==> src/logic/sfc_pkg.sv <==
// package for the stream formatter control register bank
package sfc_pkg;
   // register byte addresses
   localparam logic [7:0] SFC_MPEG_CTRL_ADDR = 8'hf0;
   localparam logic [7:0] SFC_DSS_CTRL_ADDR = 8'hf4;
   localparam logic [31:0] SFC_CTRL_RESET = 32'h0000_0000;
   // field positions
   localparam int SFC_RX_ENABLE_BIT = 0;
   localparam int SFC_TX_ENABLE_BIT = 1;
   localparam int SFC_TX_ERR_MODE_BIT = 4;
   localparam int SFC_RX_ERR_MODE_BIT = 5;
   localparam int SFC_TX_AGING_BIT = 6;
   localparam int SFC_RX_AGING_BIT = 7;
   localparam int SFC_CLASS_LSB = 13;
   localparam int SFC_CLASS_MSB = 15;
   localparam int SFC_HDR_STRIP_BIT = 16;
   localparam int SFC_EXT_TS_BIT = 17;
   localparam int SFC_RX130_BIT = 22;
   localparam int SFC_TX130_BIT = 23;
   localparam int SFC_RX_DEST_BIT = 24;
   localparam int SFC_TX_SRC_BIT = 25;
   localparam int SFC_RX_FLUSH_BIT = 26;
   localparam int SFC_TX_FLUSH_BIT = 27;
   localparam int SFC_MODE_BIT = 28;
   localparam int SFC_TS_INSERT_BIT = 29;
   localparam int SFC_ALT_CELL_BIT = 30;
   localparam int SFC_HDR_INSERT_BIT = 31;
   // writable bits (reserved 2-3, 8-12, 18-21 and self-clearing flushes read zero)
   localparam logic [31:0] SFC_RW_MASK = 32'hf3c3_e0f3;

   // transmit packing classes
   typedef enum logic [2:0] {
      SFC_CLASS_DIV8 = 3'b000,
      SFC_CLASS_DIV4 = 3'b001,
      SFC_CLASS_DIV2 = 3'b010,
      SFC_CLASS_ONE = 3'b011,
      SFC_CLASS_UPTO2 = 3'b100,
      SFC_CLASS_UPTO3 = 3'b101,
      SFC_CLASS_UPTO4 = 3'b110,
      SFC_CLASS_UPTO5 = 3'b111
   } sfc_class_type;

   // decoded controls of one formatter, shared layout for both
   typedef struct packed {
      logic rx_enable;
      logic tx_enable;
      logic tx_aging_enable;
      logic rx_aging_enable;
      sfc_class_type tx_packing_class;
      logic header_strip;
      logic extended_timestamp;
      logic rx_format130_ready;
      logic tx_format130_ready;
      logic rx_to_port;
      logic tx_from_port;
      logic rx_fifo_flush;
      logic tx_fifo_flush;
      logic stream_mode_select;
      logic tx_timestamp_insert;
      logic alternate_cell_size_enable;
      logic tx_header_insert;
   } sfc_ctrl_type;
endpackage : sfc_pkg

==> src/logic/sfc_regs.sv <==
// stream formatter control registers (mpeg and dss) behind an apb slave
//
// The implementer's own choice: the APB interface to the registers.
`timescale 1ns/1ps
`default_nettype none
module sfc_regs
   import sfc_pkg::*;
(
   // clock and reset
   input wire logic pclk,
   input wire logic presetn,
   // apb slave
   input wire logic psel,
   input wire logic penable,
   input wire logic pwrite,
   input wire logic [7:0] paddr,
   input wire logic [31:0] pwdata,
   input wire logic [3:0] pstrb,
   output logic [31:0] prdata,
   output logic pready,
   output logic pslverr,
   // decoded controls to the formatters
   output sfc_ctrl_type mpeg_ctrl,
   output sfc_ctrl_type dss_ctrl,
   // error signal mapping on the application port (pins, synchronised here)
   input wire logic port_tx_error_in,
   input wire logic rx_status_bit,
   output logic tx_error_status_bit,
   output logic port_rx_error_out
);
   logic [31:0] mpeg_q, dss_q;
   logic [1:0] txerr_sync_q, rxstat_sync_q;
   logic [31:0] prdata_q;
   logic pslverr_q;
   logic tx_err_q, rx_err_q;
   // decoded field flops, one set per formatter
   logic mpeg_rx_en_q, mpeg_tx_en_q, dss_rx_en_q, dss_tx_en_q;
   logic mpeg_tx_age_q, mpeg_rx_age_q, dss_tx_age_q, dss_rx_age_q;
   sfc_class_type mpeg_class_q, dss_class_q;
   logic mpeg_hdr_strip_q, mpeg_ext_ts_q, dss_hdr_strip_q, dss_ext_ts_q;
   logic mpeg_rx130_q, mpeg_tx130_q, dss_rx130_q, dss_tx130_q;
   logic mpeg_rx_port_q, mpeg_tx_port_q, dss_rx_port_q, dss_tx_port_q;
   logic mpeg_rx_flush_q, mpeg_tx_flush_q, dss_rx_flush_q, dss_tx_flush_q;
   logic mpeg_mode_q, dss_mode_q;
   logic mpeg_ts_ins_q, dss_ts_ins_q;
   logic mpeg_alt_cell_q, dss_alt_cell_q;
   logic mpeg_hdr_ins_q, dss_hdr_ins_q;

   wire logic wr_acc = psel & penable & pwrite;
   wire logic rd_acc = psel & penable & ~pwrite;
   wire logic hit_mpeg = (paddr == SFC_MPEG_CTRL_ADDR);
   wire logic hit_dss = (paddr == SFC_DSS_CTRL_ADDR);

   // byte-lane merge of a write into a control word
   function automatic logic [31:0] merge(input logic [31:0] old, input logic [31:0] wd,
                                         input logic [3:0] strb);
      logic [31:0] r;
      r = old;
      for (int i = 0; i < 4; i++) begin
         if (strb[i]) begin
            r[i*8 +: 8] = wd[i*8 +: 8];
         end
      end
      return r;
   endfunction : merge

   // stored words hold only writable bits; flush bits are never stored
   always_ff @(posedge pclk or negedge presetn) begin
      if (!presetn) begin
         mpeg_q <= SFC_CTRL_RESET;
         dss_q <= SFC_CTRL_RESET;
      end else if (wr_acc) begin
         if (hit_mpeg) begin
            mpeg_q <= merge(mpeg_q, pwdata, pstrb) & SFC_RW_MASK;
         end
         if (hit_dss) begin
            dss_q <= merge(dss_q, pwdata, pstrb) & SFC_RW_MASK;
         end
      end
   end

   // fifo enables; decoded one edge after the word is stored
   always_ff @(posedge pclk or negedge presetn) begin
      if (!presetn) begin
         mpeg_rx_en_q <= 1'b0;
         mpeg_tx_en_q <= 1'b0;
         dss_rx_en_q <= 1'b0;
         dss_tx_en_q <= 1'b0;
      end else begin
         mpeg_rx_en_q <= mpeg_q[SFC_RX_ENABLE_BIT];
         mpeg_tx_en_q <= mpeg_q[SFC_TX_ENABLE_BIT];
         dss_rx_en_q <= dss_q[SFC_RX_ENABLE_BIT];
         dss_tx_en_q <= dss_q[SFC_TX_ENABLE_BIT];
      end
   end

   // aging enables of both paths
   always_ff @(posedge pclk or negedge presetn) begin
      if (!presetn) begin
         mpeg_tx_age_q <= 1'b0;
         mpeg_rx_age_q <= 1'b0;
         dss_tx_age_q <= 1'b0;
         dss_rx_age_q <= 1'b0;
      end else begin
         mpeg_tx_age_q <= mpeg_q[SFC_TX_AGING_BIT];
         mpeg_rx_age_q <= mpeg_q[SFC_RX_AGING_BIT];
         dss_tx_age_q <= dss_q[SFC_TX_AGING_BIT];
         dss_rx_age_q <= dss_q[SFC_RX_AGING_BIT];
      end
   end

   // transmit packing class; every code is legal so no remap is needed
   always_ff @(posedge pclk or negedge presetn) begin
      if (!presetn) begin
         mpeg_class_q <= SFC_CLASS_DIV8;
         dss_class_q <= SFC_CLASS_DIV8;
      end else begin
         mpeg_class_q <= sfc_class_type'(mpeg_q[SFC_CLASS_MSB:SFC_CLASS_LSB]);
         dss_class_q <= sfc_class_type'(dss_q[SFC_CLASS_MSB:SFC_CLASS_LSB]);
      end
   end

   // receive header strip and timestamp width
   always_ff @(posedge pclk or negedge presetn) begin
      if (!presetn) begin
         mpeg_hdr_strip_q <= 1'b0;
         mpeg_ext_ts_q <= 1'b0;
         dss_hdr_strip_q <= 1'b0;
         dss_ext_ts_q <= 1'b0;
      end else begin
         mpeg_hdr_strip_q <= mpeg_q[SFC_HDR_STRIP_BIT];
         mpeg_ext_ts_q <= mpeg_q[SFC_EXT_TS_BIT];
         dss_hdr_strip_q <= dss_q[SFC_HDR_STRIP_BIT];
         dss_ext_ts_q <= dss_q[SFC_EXT_TS_BIT];
      end
   end

   // 130-byte format readiness, only meaningful on the application port
   always_ff @(posedge pclk or negedge presetn) begin
      if (!presetn) begin
         mpeg_rx130_q <= 1'b0;
         mpeg_tx130_q <= 1'b0;
         dss_rx130_q <= 1'b0;
         dss_tx130_q <= 1'b0;
      end else begin
         mpeg_rx130_q <= mpeg_q[SFC_RX130_BIT];
         mpeg_tx130_q <= mpeg_q[SFC_TX130_BIT];
         dss_rx130_q <= dss_q[SFC_RX130_BIT];
         dss_tx130_q <= dss_q[SFC_TX130_BIT];
      end
   end

   // fifo data path: host or application port
   always_ff @(posedge pclk or negedge presetn) begin
      if (!presetn) begin
         mpeg_rx_port_q <= 1'b0;
         mpeg_tx_port_q <= 1'b0;
         dss_rx_port_q <= 1'b0;
         dss_tx_port_q <= 1'b0;
      end else begin
         mpeg_rx_port_q <= mpeg_q[SFC_RX_DEST_BIT];
         mpeg_tx_port_q <= mpeg_q[SFC_TX_SRC_BIT];
         dss_rx_port_q <= dss_q[SFC_RX_DEST_BIT];
         dss_tx_port_q <= dss_q[SFC_TX_SRC_BIT];
      end
   end

   // flush is a one-cycle pulse in the cycle after the write; never stored
   always_ff @(posedge pclk or negedge presetn) begin
      if (!presetn) begin
         mpeg_rx_flush_q <= 1'b0;
         mpeg_tx_flush_q <= 1'b0;
         dss_rx_flush_q <= 1'b0;
         dss_tx_flush_q <= 1'b0;
      end else begin
         mpeg_rx_flush_q <= wr_acc & hit_mpeg & pstrb[3] & pwdata[SFC_RX_FLUSH_BIT];
         mpeg_tx_flush_q <= wr_acc & hit_mpeg & pstrb[3] & pwdata[SFC_TX_FLUSH_BIT];
         dss_rx_flush_q <= wr_acc & hit_dss & pstrb[3] & pwdata[SFC_RX_FLUSH_BIT];
         dss_tx_flush_q <= wr_acc & hit_dss & pstrb[3] & pwdata[SFC_TX_FLUSH_BIT];
      end
   end

   // operating mode select
   always_ff @(posedge pclk or negedge presetn) begin
      if (!presetn) begin
         mpeg_mode_q <= 1'b0;
         dss_mode_q <= 1'b0;
      end else begin
         mpeg_mode_q <= mpeg_q[SFC_MODE_BIT];
         dss_mode_q <= dss_q[SFC_MODE_BIT];
      end
   end

   // automatic timestamp insertion on transmit
   always_ff @(posedge pclk or negedge presetn) begin
      if (!presetn) begin
         mpeg_ts_ins_q <= 1'b0;
         dss_ts_ins_q <= 1'b0;
      end else begin
         mpeg_ts_ins_q <= mpeg_q[SFC_TS_INSERT_BIT];
         dss_ts_ins_q <= dss_q[SFC_TS_INSERT_BIT];
      end
   end

   // alternate cell size; the sizes themselves live outside this block
   always_ff @(posedge pclk or negedge presetn) begin
      if (!presetn) begin
         mpeg_alt_cell_q <= 1'b0;
         dss_alt_cell_q <= 1'b0;
      end else begin
         mpeg_alt_cell_q <= mpeg_q[SFC_ALT_CELL_BIT];
         dss_alt_cell_q <= dss_q[SFC_ALT_CELL_BIT];
      end
   end

   // automatic header insertion on transmit
   always_ff @(posedge pclk or negedge presetn) begin
      if (!presetn) begin
         mpeg_hdr_ins_q <= 1'b0;
         dss_hdr_ins_q <= 1'b0;
      end else begin
         mpeg_hdr_ins_q <= mpeg_q[SFC_HDR_INSERT_BIT];
         dss_hdr_ins_q <= dss_q[SFC_HDR_INSERT_BIT];
      end
   end

   // both formatters carry the same control layout
   always_comb begin
      mpeg_ctrl.rx_enable = mpeg_rx_en_q;
      mpeg_ctrl.tx_enable = mpeg_tx_en_q;
      mpeg_ctrl.tx_aging_enable = mpeg_tx_age_q;
      mpeg_ctrl.rx_aging_enable = mpeg_rx_age_q;
      mpeg_ctrl.tx_packing_class = mpeg_class_q;
      mpeg_ctrl.header_strip = mpeg_hdr_strip_q;
      mpeg_ctrl.extended_timestamp = mpeg_ext_ts_q;
      mpeg_ctrl.rx_format130_ready = mpeg_rx130_q;
      mpeg_ctrl.tx_format130_ready = mpeg_tx130_q;
      mpeg_ctrl.rx_to_port = mpeg_rx_port_q;
      mpeg_ctrl.tx_from_port = mpeg_tx_port_q;
      mpeg_ctrl.rx_fifo_flush = mpeg_rx_flush_q;
      mpeg_ctrl.tx_fifo_flush = mpeg_tx_flush_q;
      mpeg_ctrl.stream_mode_select = mpeg_mode_q;
      mpeg_ctrl.tx_timestamp_insert = mpeg_ts_ins_q;
      mpeg_ctrl.alternate_cell_size_enable = mpeg_alt_cell_q;
      mpeg_ctrl.tx_header_insert = mpeg_hdr_ins_q;
      dss_ctrl.rx_enable = dss_rx_en_q;
      dss_ctrl.tx_enable = dss_tx_en_q;
      dss_ctrl.tx_aging_enable = dss_tx_age_q;
      dss_ctrl.rx_aging_enable = dss_rx_age_q;
      dss_ctrl.tx_packing_class = dss_class_q;
      dss_ctrl.header_strip = dss_hdr_strip_q;
      dss_ctrl.extended_timestamp = dss_ext_ts_q;
      dss_ctrl.rx_format130_ready = dss_rx130_q;
      dss_ctrl.tx_format130_ready = dss_tx130_q;
      dss_ctrl.rx_to_port = dss_rx_port_q;
      dss_ctrl.tx_from_port = dss_tx_port_q;
      dss_ctrl.rx_fifo_flush = dss_rx_flush_q;
      dss_ctrl.tx_fifo_flush = dss_tx_flush_q;
      dss_ctrl.stream_mode_select = dss_mode_q;
      dss_ctrl.tx_timestamp_insert = dss_ts_ins_q;
      dss_ctrl.alternate_cell_size_enable = dss_alt_cell_q;
      dss_ctrl.tx_header_insert = dss_hdr_ins_q;
   end

   // read path: flush bits are masked out of storage so they read zero
   always_ff @(posedge pclk or negedge presetn) begin
      if (!presetn) begin
         prdata_q <= '0;
         pslverr_q <= 1'b0;
      end else begin
         pslverr_q <= psel & ~penable & ~(hit_mpeg | hit_dss);
         if (psel & ~penable & ~pwrite) begin
            if (hit_mpeg) begin
               prdata_q <= mpeg_q;
            end else if (hit_dss) begin
               prdata_q <= dss_q;
            end else begin
               prdata_q <= '0;
            end
         end else if (rd_acc) begin
            prdata_q <= prdata_q;
         end else begin
            prdata_q <= '0;
         end
      end
   end

   // pins cross two flip-flops before use
   always_ff @(posedge pclk or negedge presetn) begin
      if (!presetn) begin
         txerr_sync_q <= '0;
         rxstat_sync_q <= '0;
      end else begin
         txerr_sync_q <= {txerr_sync_q[0], port_tx_error_in};
         rxstat_sync_q <= {rxstat_sync_q[0], rx_status_bit};
      end
   end

   // error mapping follows the formatter currently selected by the mode bit
   always_ff @(posedge pclk or negedge presetn) begin
      if (!presetn) begin
         tx_err_q <= 1'b0;
         rx_err_q <= 1'b0;
      end else begin
         if (mpeg_q[SFC_MODE_BIT] ? mpeg_q[SFC_TX_ERR_MODE_BIT] : dss_q[SFC_TX_ERR_MODE_BIT]) begin
            tx_err_q <= txerr_sync_q[1];
         end else begin
            tx_err_q <= 1'b0;
         end
         if (mpeg_q[SFC_MODE_BIT] ? mpeg_q[SFC_RX_ERR_MODE_BIT] : dss_q[SFC_RX_ERR_MODE_BIT]) begin
            rx_err_q <= rxstat_sync_q[1];
         end else begin
            rx_err_q <= 1'b0;
         end
      end
   end

   // pready always high: zero wait states keeps the host path simple
   assign pready = 1'b1;
   assign prdata = prdata_q;
   assign pslverr = pslverr_q;
   assign tx_error_status_bit = tx_err_q;
   assign port_rx_error_out = rx_err_q;
endmodule : sfc_regs
`default_nettype wire

==> config.mk <==
export PLATFORM = sky130hd
export DESIGN_NAME = sfc_regs
export DESIGN_NICKNAME = d
export VERILOG_FILES = /design/src/logic/sfc_pkg.sv /design/src/logic/sfc_regs.sv
export SDC_FILE = /design/constraint.sdc
export NUM_CORES = 1
export LEC_CHECK = 0
export ABC_CLOCK_PERIOD_IN_PS = 1000
export BUFFER_PORTS_ARGS = -buffer_cell sky130_fd_sc_hd__clkbuf_2
export CORE_ASPECT_RATIO = 0.8
export CORE_UTILIZATION = 48
export CTS_BUF_LIST = sky130_fd_sc_hd__clkbuf_2
export CTS_CLUSTER_DIAMETER = 150
export DETAILED_ROUTE_END_ITERATION = 10
export PLACE_DENSITY = 0.77
export SLEW_MARGIN = 25
export SYNTH_ARGS = -nofsm -noshare
export SYNTH_HDL_FRONTEND = slang
export SYNTH_SLANG_ARGS = --single-unit
==> constraint.sdc <==
create_clock -name pclk -period 1 [get_ports pclk]
set_clock_uncertainty 0.05 [all_clocks]
set_input_delay 0.05 -clock pclk [delete_from_list [all_inputs] [get_ports pclk]]
set_output_delay 0.05 -clock pclk [all_outputs]
set_load 0.02 [all_outputs]
==> results of run 1 <==
==> cell usage in the layout (no fill, tap or decap), types with 10 or more instances in the layout <==
| master | instances |
|---|---|
| buf_4 | 41 |
| buf_6 | 60 |
| clkbuf_2 | 47 |
| conb_1 | 14 |
| dfrtp_1 | 102 |
| dlygate4sd3_1 | 32 |
| mux2_2 | 17 |
| mux2_4 | 21 |
| mux2i_1 | 20 |
| o2bb2ai_2 | 10 |
==> per-layer routing <==
| metal | vias to the layer above | GRT usage | wire length [µm] |
|---|---|---|---|
| li1 | 1189 | - | - |
| met1 | 1363 | 0.263 | 3800 |
| met2 | 86 | 0.328 | 4660 |
| met3 | 10 | 0.0675 | 544 |
| met4 | 0 | 0.0589 | 110 |
| met5 | - | 0 | 0 |
==> sequential cells by signal (all words and copies together), names as in the netlist, 2 cells and up <==
| name | cells |
|---|---|
| dss_class_q | 3 |
| dss_q | 19 |
| mpeg_class_q | 3 |
| mpeg_q | 19 |
| prdata | 19 |
| rxstat_sync_q | 2 |
| txerr_sync_q | 2 |
==> cell usage after synthesis (all sizes together) <==
library cell	count
a32o	1
and3b	1
buf	49
clkbuf	4
conb	2
dfrtp	102
mux2	39
mux2i	20
nand2	8
nand2b	4
nand3	1
nand3b	2
nand4bb	1
nor2	2
nor2b	2
nor3	2
nor3b	2
nor4	10
o2bb2ai	18
or2	1
==> power by group through the flow <==
stage	registers (µW)	logic (µW)	clock network, µW
CTS	4180	595	2590
global route	4190	670	2740
floorplan	4250	257	0
detailed placement	4250	494	0
global placement	4250	483	0
finish	4190	621	2510
==> final cells by class <==
type                    count  area (µm²)
clock buffers               9        45.0
clock inverters             5         124
fillers                   527        2250
multi-input cells         128        1370
flip-flops and latches    102        2550
well taps                 108         135
repair buffers            178        1620
==> per-stage QoR <==
stage,util,hold WS (ns),total power (µW)
after floorplan,-,-0.296,4510
after global placement,0.596,-0.111,4730
after detailed placement,0.596,-0.110,4750
after CTS,0.671,-0.0106,7360
after global routing,0.722,-0.00214,7610
final,0.722,0.0414,7320
==> timing repair <==
item	CTS	global route
setup endpoints to repair	61	141
hold endpoints to repair	149	91
setup buffers	11	4
resized for setup	5	180
hold buffers	33	1
==> final timing paths <==
check	from	endpoint	slack, ns	depth (start not counted)
setup / recovery	prdata[6]	prdata[6]	-0.24	1
hold / removal	paddr[6]	dss_tx_flush_q	0.04	5
setup reg to reg	dss_q[30]	prdata[30]	-0.10	2
hold reg to reg	rxstat_sync_q[0]	rxstat_sync_q[1]	0.34	0
max in group asynchronous	presetn	mpeg_class_q[0]	-0.08	4
min in group asynchronous	presetn	mpeg_rx_port_q	0.15	3
==> kinds of logic after synthesis <==
kind of cell / after synthesis / share of synthesized area
other: 2 / 0.00183
buffers and inverters: 53 / 0.0929
flip-flops: 102 / 0.622
multiplexers: 59 / 0.156
AO/OA/AOI/OAI: 19 / 0.0408
AND/OR/NAND/NOR: 36 / 0.0871
==> impl_metrics.env, run 1 <==
export IMPL_outcome="finished with violations"
export IMPL_violations="setup timing"
export IMPL_peakVddDrop_uv=845
export IMPL_drive_gt1_frac=0.517
export IMPL_vias_per_cell=5.00
export IMPL_globalRouteOverflowTotal=0
export IMPL_cts_buffers_inserted=9
export IMPL_yosysWarnings=0
export IMPL_drt_wl_total_um=9110
export IMPL_nNetsFinal=470
export IMPL_clock_sinks=102
export IMPL_leakage_uw=0.00298
export IMPL_rows=29
export IMPL_crit_family="flip-flops"
export IMPL_placed_area_mm2=0.00483
export IMPL_io_buffers=99
export IMPL_internal_power_uw=5740
export IMPL_p_sw_uw=1580
export IMPL_antenna_found_initial=0
export IMPL_pwr_share_seq=0.572
export IMPL_wl_per_cell_um=17.2
export IMPL_power_density_mw_per_mm2=1250
export IMPL_yosysTopAreaCell="dfrtp_1"
export IMPL_pwr_share_comb=0.085
export IMPL_relSlewSlack=0.595
export IMPL_cp_num_buf_inv=1
export IMPL_core_area_mm2=0.00809
export IMPL_instances_no_fill=530
export IMPL_crit_path_max_fanout=2
export IMPL_path_clk_slew_ns=0.25
export IMPL_grt_pass1_wl_um=13600
export IMPL_fin_setup_tns_ns=-14.49
export IMPL_die_area_mm2=0.00893
export IMPL_die_w_um=105
export IMPL_critPathKind="flip-flop to output pin"
export IMPL_pre_cts_ws_ns=-0.461
export IMPL_worst_slack_ns=-0.238
export IMPL_drtIter0Drc=41
export IMPL_max_stage_delay_ns=0.46
export IMPL_dp_hpwl_um=6080
export IMPL_cpMaxStageDelayCell="dfrtp_1"
export IMPL_rsz0062_at_grt="yes"
export IMPL_cts_tree="done"
export IMPL_stdcell_area_mm2=0.00584
export IMPL_setup_violations=120
export IMPL_clock_path_buffers=2
export IMPL_die_h_um=84.7
export IMPL_switching_share=0.216
export IMPL_finalHoldViolCount=0
export IMPL_tightestPinTransition_ns=0.608
export IMPL_syn_avg_cell_area_um2=15.2
export IMPL_grtUsageTotal=0.203
export IMPL_postRouteAntennaNets=0
export IMPL_syn_area_mm2=0.00411
export IMPL_synth_area_leaders="dfrtp_1 62%, mux2_2 10%, buf_4 8.4%"
export IMPL_root_buffer="clkbuf_2"
export IMPL_drc=0
export IMPL_antennaDiodeCount=0
export IMPL_drt_first_pass_iters=5
export IMPL_cap_violations=0
export IMPL_hold_path_class="input port to flip-flop"
export IMPL_required_ns=0.90
export IMPL_final_max_slew_viol_count=0
export IMPL_grt_pass1_vias=2685
export IMPL_startpoint_type="flip-flop"
export IMPL_clkPwrFrac=0.343
export IMPL_gp_congestion=0.782
export IMPL_synth_seq_area_share=0.622
export IMPL_postSynthCellCount=271
export IMPL_cp_end_kind="output pin"
export IMPL_fmax_ghz=0.808
export IMPL_synth_seq_cells=102
export IMPL_htreeDepth=3
export IMPL_syn_to_final_growth_pct=42.2
export IMPL_dp_cells=468
export IMPL_crit_chain="buf_6"
export IMPL_initial_core_util=0.507
export IMPL_yosysUniqueCellTypes=24
export IMPL_vias=2648
export IMPL_finalCritPeriodShare=1.24
export IMPL_clock_latency_ns=0.53
export IMPL_synth_top_area_share=0.622
export IMPL_crit_arrival_ns=1.14
export IMPL_grt_start_max_net_pins=40
export IMPL_ios=125
export IMPL_period_minus_slack_ns=1.24
Note: power is estimated with default switching activity, not from simulation.
==> run 2, diff against run 1 <==
- PLACE_DENSITY: 0.77 -> 0.75
==> impl_metrics.env, run 2 (synthesis gave the netlist of run 1 again) <==
export IMPL_antennaDiodeCount=0
export IMPL_vias_per_cell=4.85
export IMPL_cts_buffers_inserted=9
export IMPL_io_buffers=99
export IMPL_stdcell_area_mm2=0.00577
export IMPL_power_density_mw_per_mm2=1140
export IMPL_crit_chain="clkbuf_2 -> buf_4 -> dlygate4sd3_1 -> nor3b_2 -> nand3b_1 -> buf_4 -> o2bb2ai_2"
export IMPL_core_area_mm2=0.00809
export IMPL_grtUsageTotal=0.202
export IMPL_drc=0
export IMPL_finalHoldViolCount=2
export IMPL_fin_util=0.713
export IMPL_initial_core_util=0.507
export IMPL_dp_hpwl_um=5720
export IMPL_use_met1=0.259
export IMPL_htreeDepth=3
export IMPL_antenna_found_initial=0
export IMPL_clock_path_buffers=2
export IMPL_grt_start_max_net_pins=45
export IMPL_syn_to_final_growth_pct=40.4
export IMPL_crit_arrival_ns=1.69
export IMPL_globalRouteOverflowTotal=0
export IMPL_fin_setup_tns_ns=-16.73
export IMPL_drive_gt1_frac=0.519
export IMPL_layout_commonest_cell="dfrtp_1"
export IMPL_cap_violations=0
export IMPL_cpMaxStageDelayCell="dlygate4sd3_1"
export IMPL_grt_busiest_layer="met2"
export IMPL_violations="hold timing, setup timing"
export IMPL_pre_cts_ws_ns=-0.450
export IMPL_leakage_uw=0.00295
export IMPL_startpoint_type="input port"
export IMPL_cp_end_kind="flip-flop"
export IMPL_postRouteAntennaNets=0
export IMPL_gp_congestion=0.764
export IMPL_peakVddDrop_uv=791
export IMPL_max_stage_delay_ns=0.60
export IMPL_die_area_mm2=0.00893
export IMPL_cp_num_buf_inv=4
export IMPL_holdWs_ns=-0.0483
export IMPL_rows=29
export IMPL_wl_per_cell_um=17.3
export IMPL_finalCritPeriodShare=1.27
export IMPL_clock_latency_ns=0.55
export IMPL_required_ns=1.43
export IMPL_crit_path_max_fanout=7
export IMPL_crit_top_cell="buf_4"
export IMPL_hold_path_class="input port to flip-flop"
export IMPL_fillers=550
export IMPL_crit_family="buffers and inverters"
export IMPL_drt_wl_total_um=9120
export IMPL_die_h_um=84.7
export IMPL_drtIter0Drc=95
export IMPL_grt_pass1_vias=2635
export IMPL_period_minus_slack_ns=1.27
export IMPL_nNetsFinal=466
export IMPL_cts_tree="done"
export IMPL_drt_first_pass_iters=4
export IMPL_rsz0062_at_grt="yes"
export IMPL_worst_slack_ns=-0.266
export IMPL_ios=125
export IMPL_grt_pass1_wl_um=13600
export IMPL_setup_violations=80
export IMPL_critPathKind="input port to flip-flop"
export IMPL_fmax_ghz=0.790
export IMPL_root_buffer="clkbuf_2"
export IMPL_met3_usage=0.0637
export IMPL_vias=2551
export IMPL_clock_sinks=102
export IMPL_final_max_slew_viol_count=0
export IMPL_placed_area_mm2=0.00481
export IMPL_grt_use_met2=0.330
export IMPL_layout_common_cells="102 x dfrtp_1, 58 x buf_6, 48 x clkbuf_2"
export IMPL_path_clk_slew_ns=0.23
export IMPL_outcome="finished with violations"
export IMPL_die_w_um=105
## run 2: cell types whose count changed in the layout (fill, tap and decap cells not counted), sizes merged
| cell | before | now |
|---|---|---|
| dlymetal6s4s | 1 | 0 |
| clkinvlp | 0 | 1 |
| bufinv | 4 | 1 |
| dlygate4sd3 | 32 | 31 |
| clkbuf | 47 | 50 |
| clkinv | 1 | 2 |
| buf | 107 | 103 |
## run 2: per-layer routing
layer | wire length, µm | part of all wire
met1 | 3910 | 0.43
met2 | 4640 | 0.51
met3 | 440 | 0.048
met4 | 133 | 0.015
met5 | 0 | 0
## run 2: repair_timing
item                                    CTS  global route
endpoints found under the setup margin   61           136
pin swaps                                 0             4
endpoints found under the hold margin   163             9
buffers inserted                         12             3
hold buffers                             31             3
gates resized for setup                   3           176
cloned                                    0             2
## run 2: layout make-up
type                    count  area (µm²)  area share
clock buffers              10        50.0     0.00868
clock inverters             4        50.0     0.00868
multi-input cells         128        1370       0.237
flip-flops and latches    102        2550       0.443
well taps                 108         135      0.0234
repair buffers            174        1610       0.280
## run 2: power breakdown
group          internal [µW]  switching [µW]
Combinational            286             337
Sequential              4170            19.5
Clock                    557            1220
## run 2: worst min-delay path: cells and delay by family
| kind | cells | cell delay, ns |
|---|---|---|
| buffers and inverters | 2 | 0.36 |
| AND/OR/NAND/NOR | 2 | 0.12 |
## run 2: metrics by stage
step | power [µW] | std cells | hold slack (ns)
after floorplan | 4510 | 283 | -0.296
after global placement | 4720 | 464 | -0.117
after detailed placement | 4740 | 464 | -0.112
after CTS | 6620 | 521 | -0.152
after global routing | 6860 | 526 | -0.00729
final | 6590 | 526 | -0.0483
## run 2: final timing paths
path	slack, ns	end	start	cells after the start
max	-0.27	prdata[28]	pwrite	7
min	-0.05	dss_tx_flush_q	paddr[2]	4
max reg2reg	-0.06	prdata[30]	dss_q[30]	2
min reg2reg	0.35	txerr_sync_q[1]	txerr_sync_q[0]	0
max in group asynchronous	0.06	mpeg_rx_en_q	presetn	4
min in group asynchronous	0.36	mpeg_rx_flush_q	presetn	3
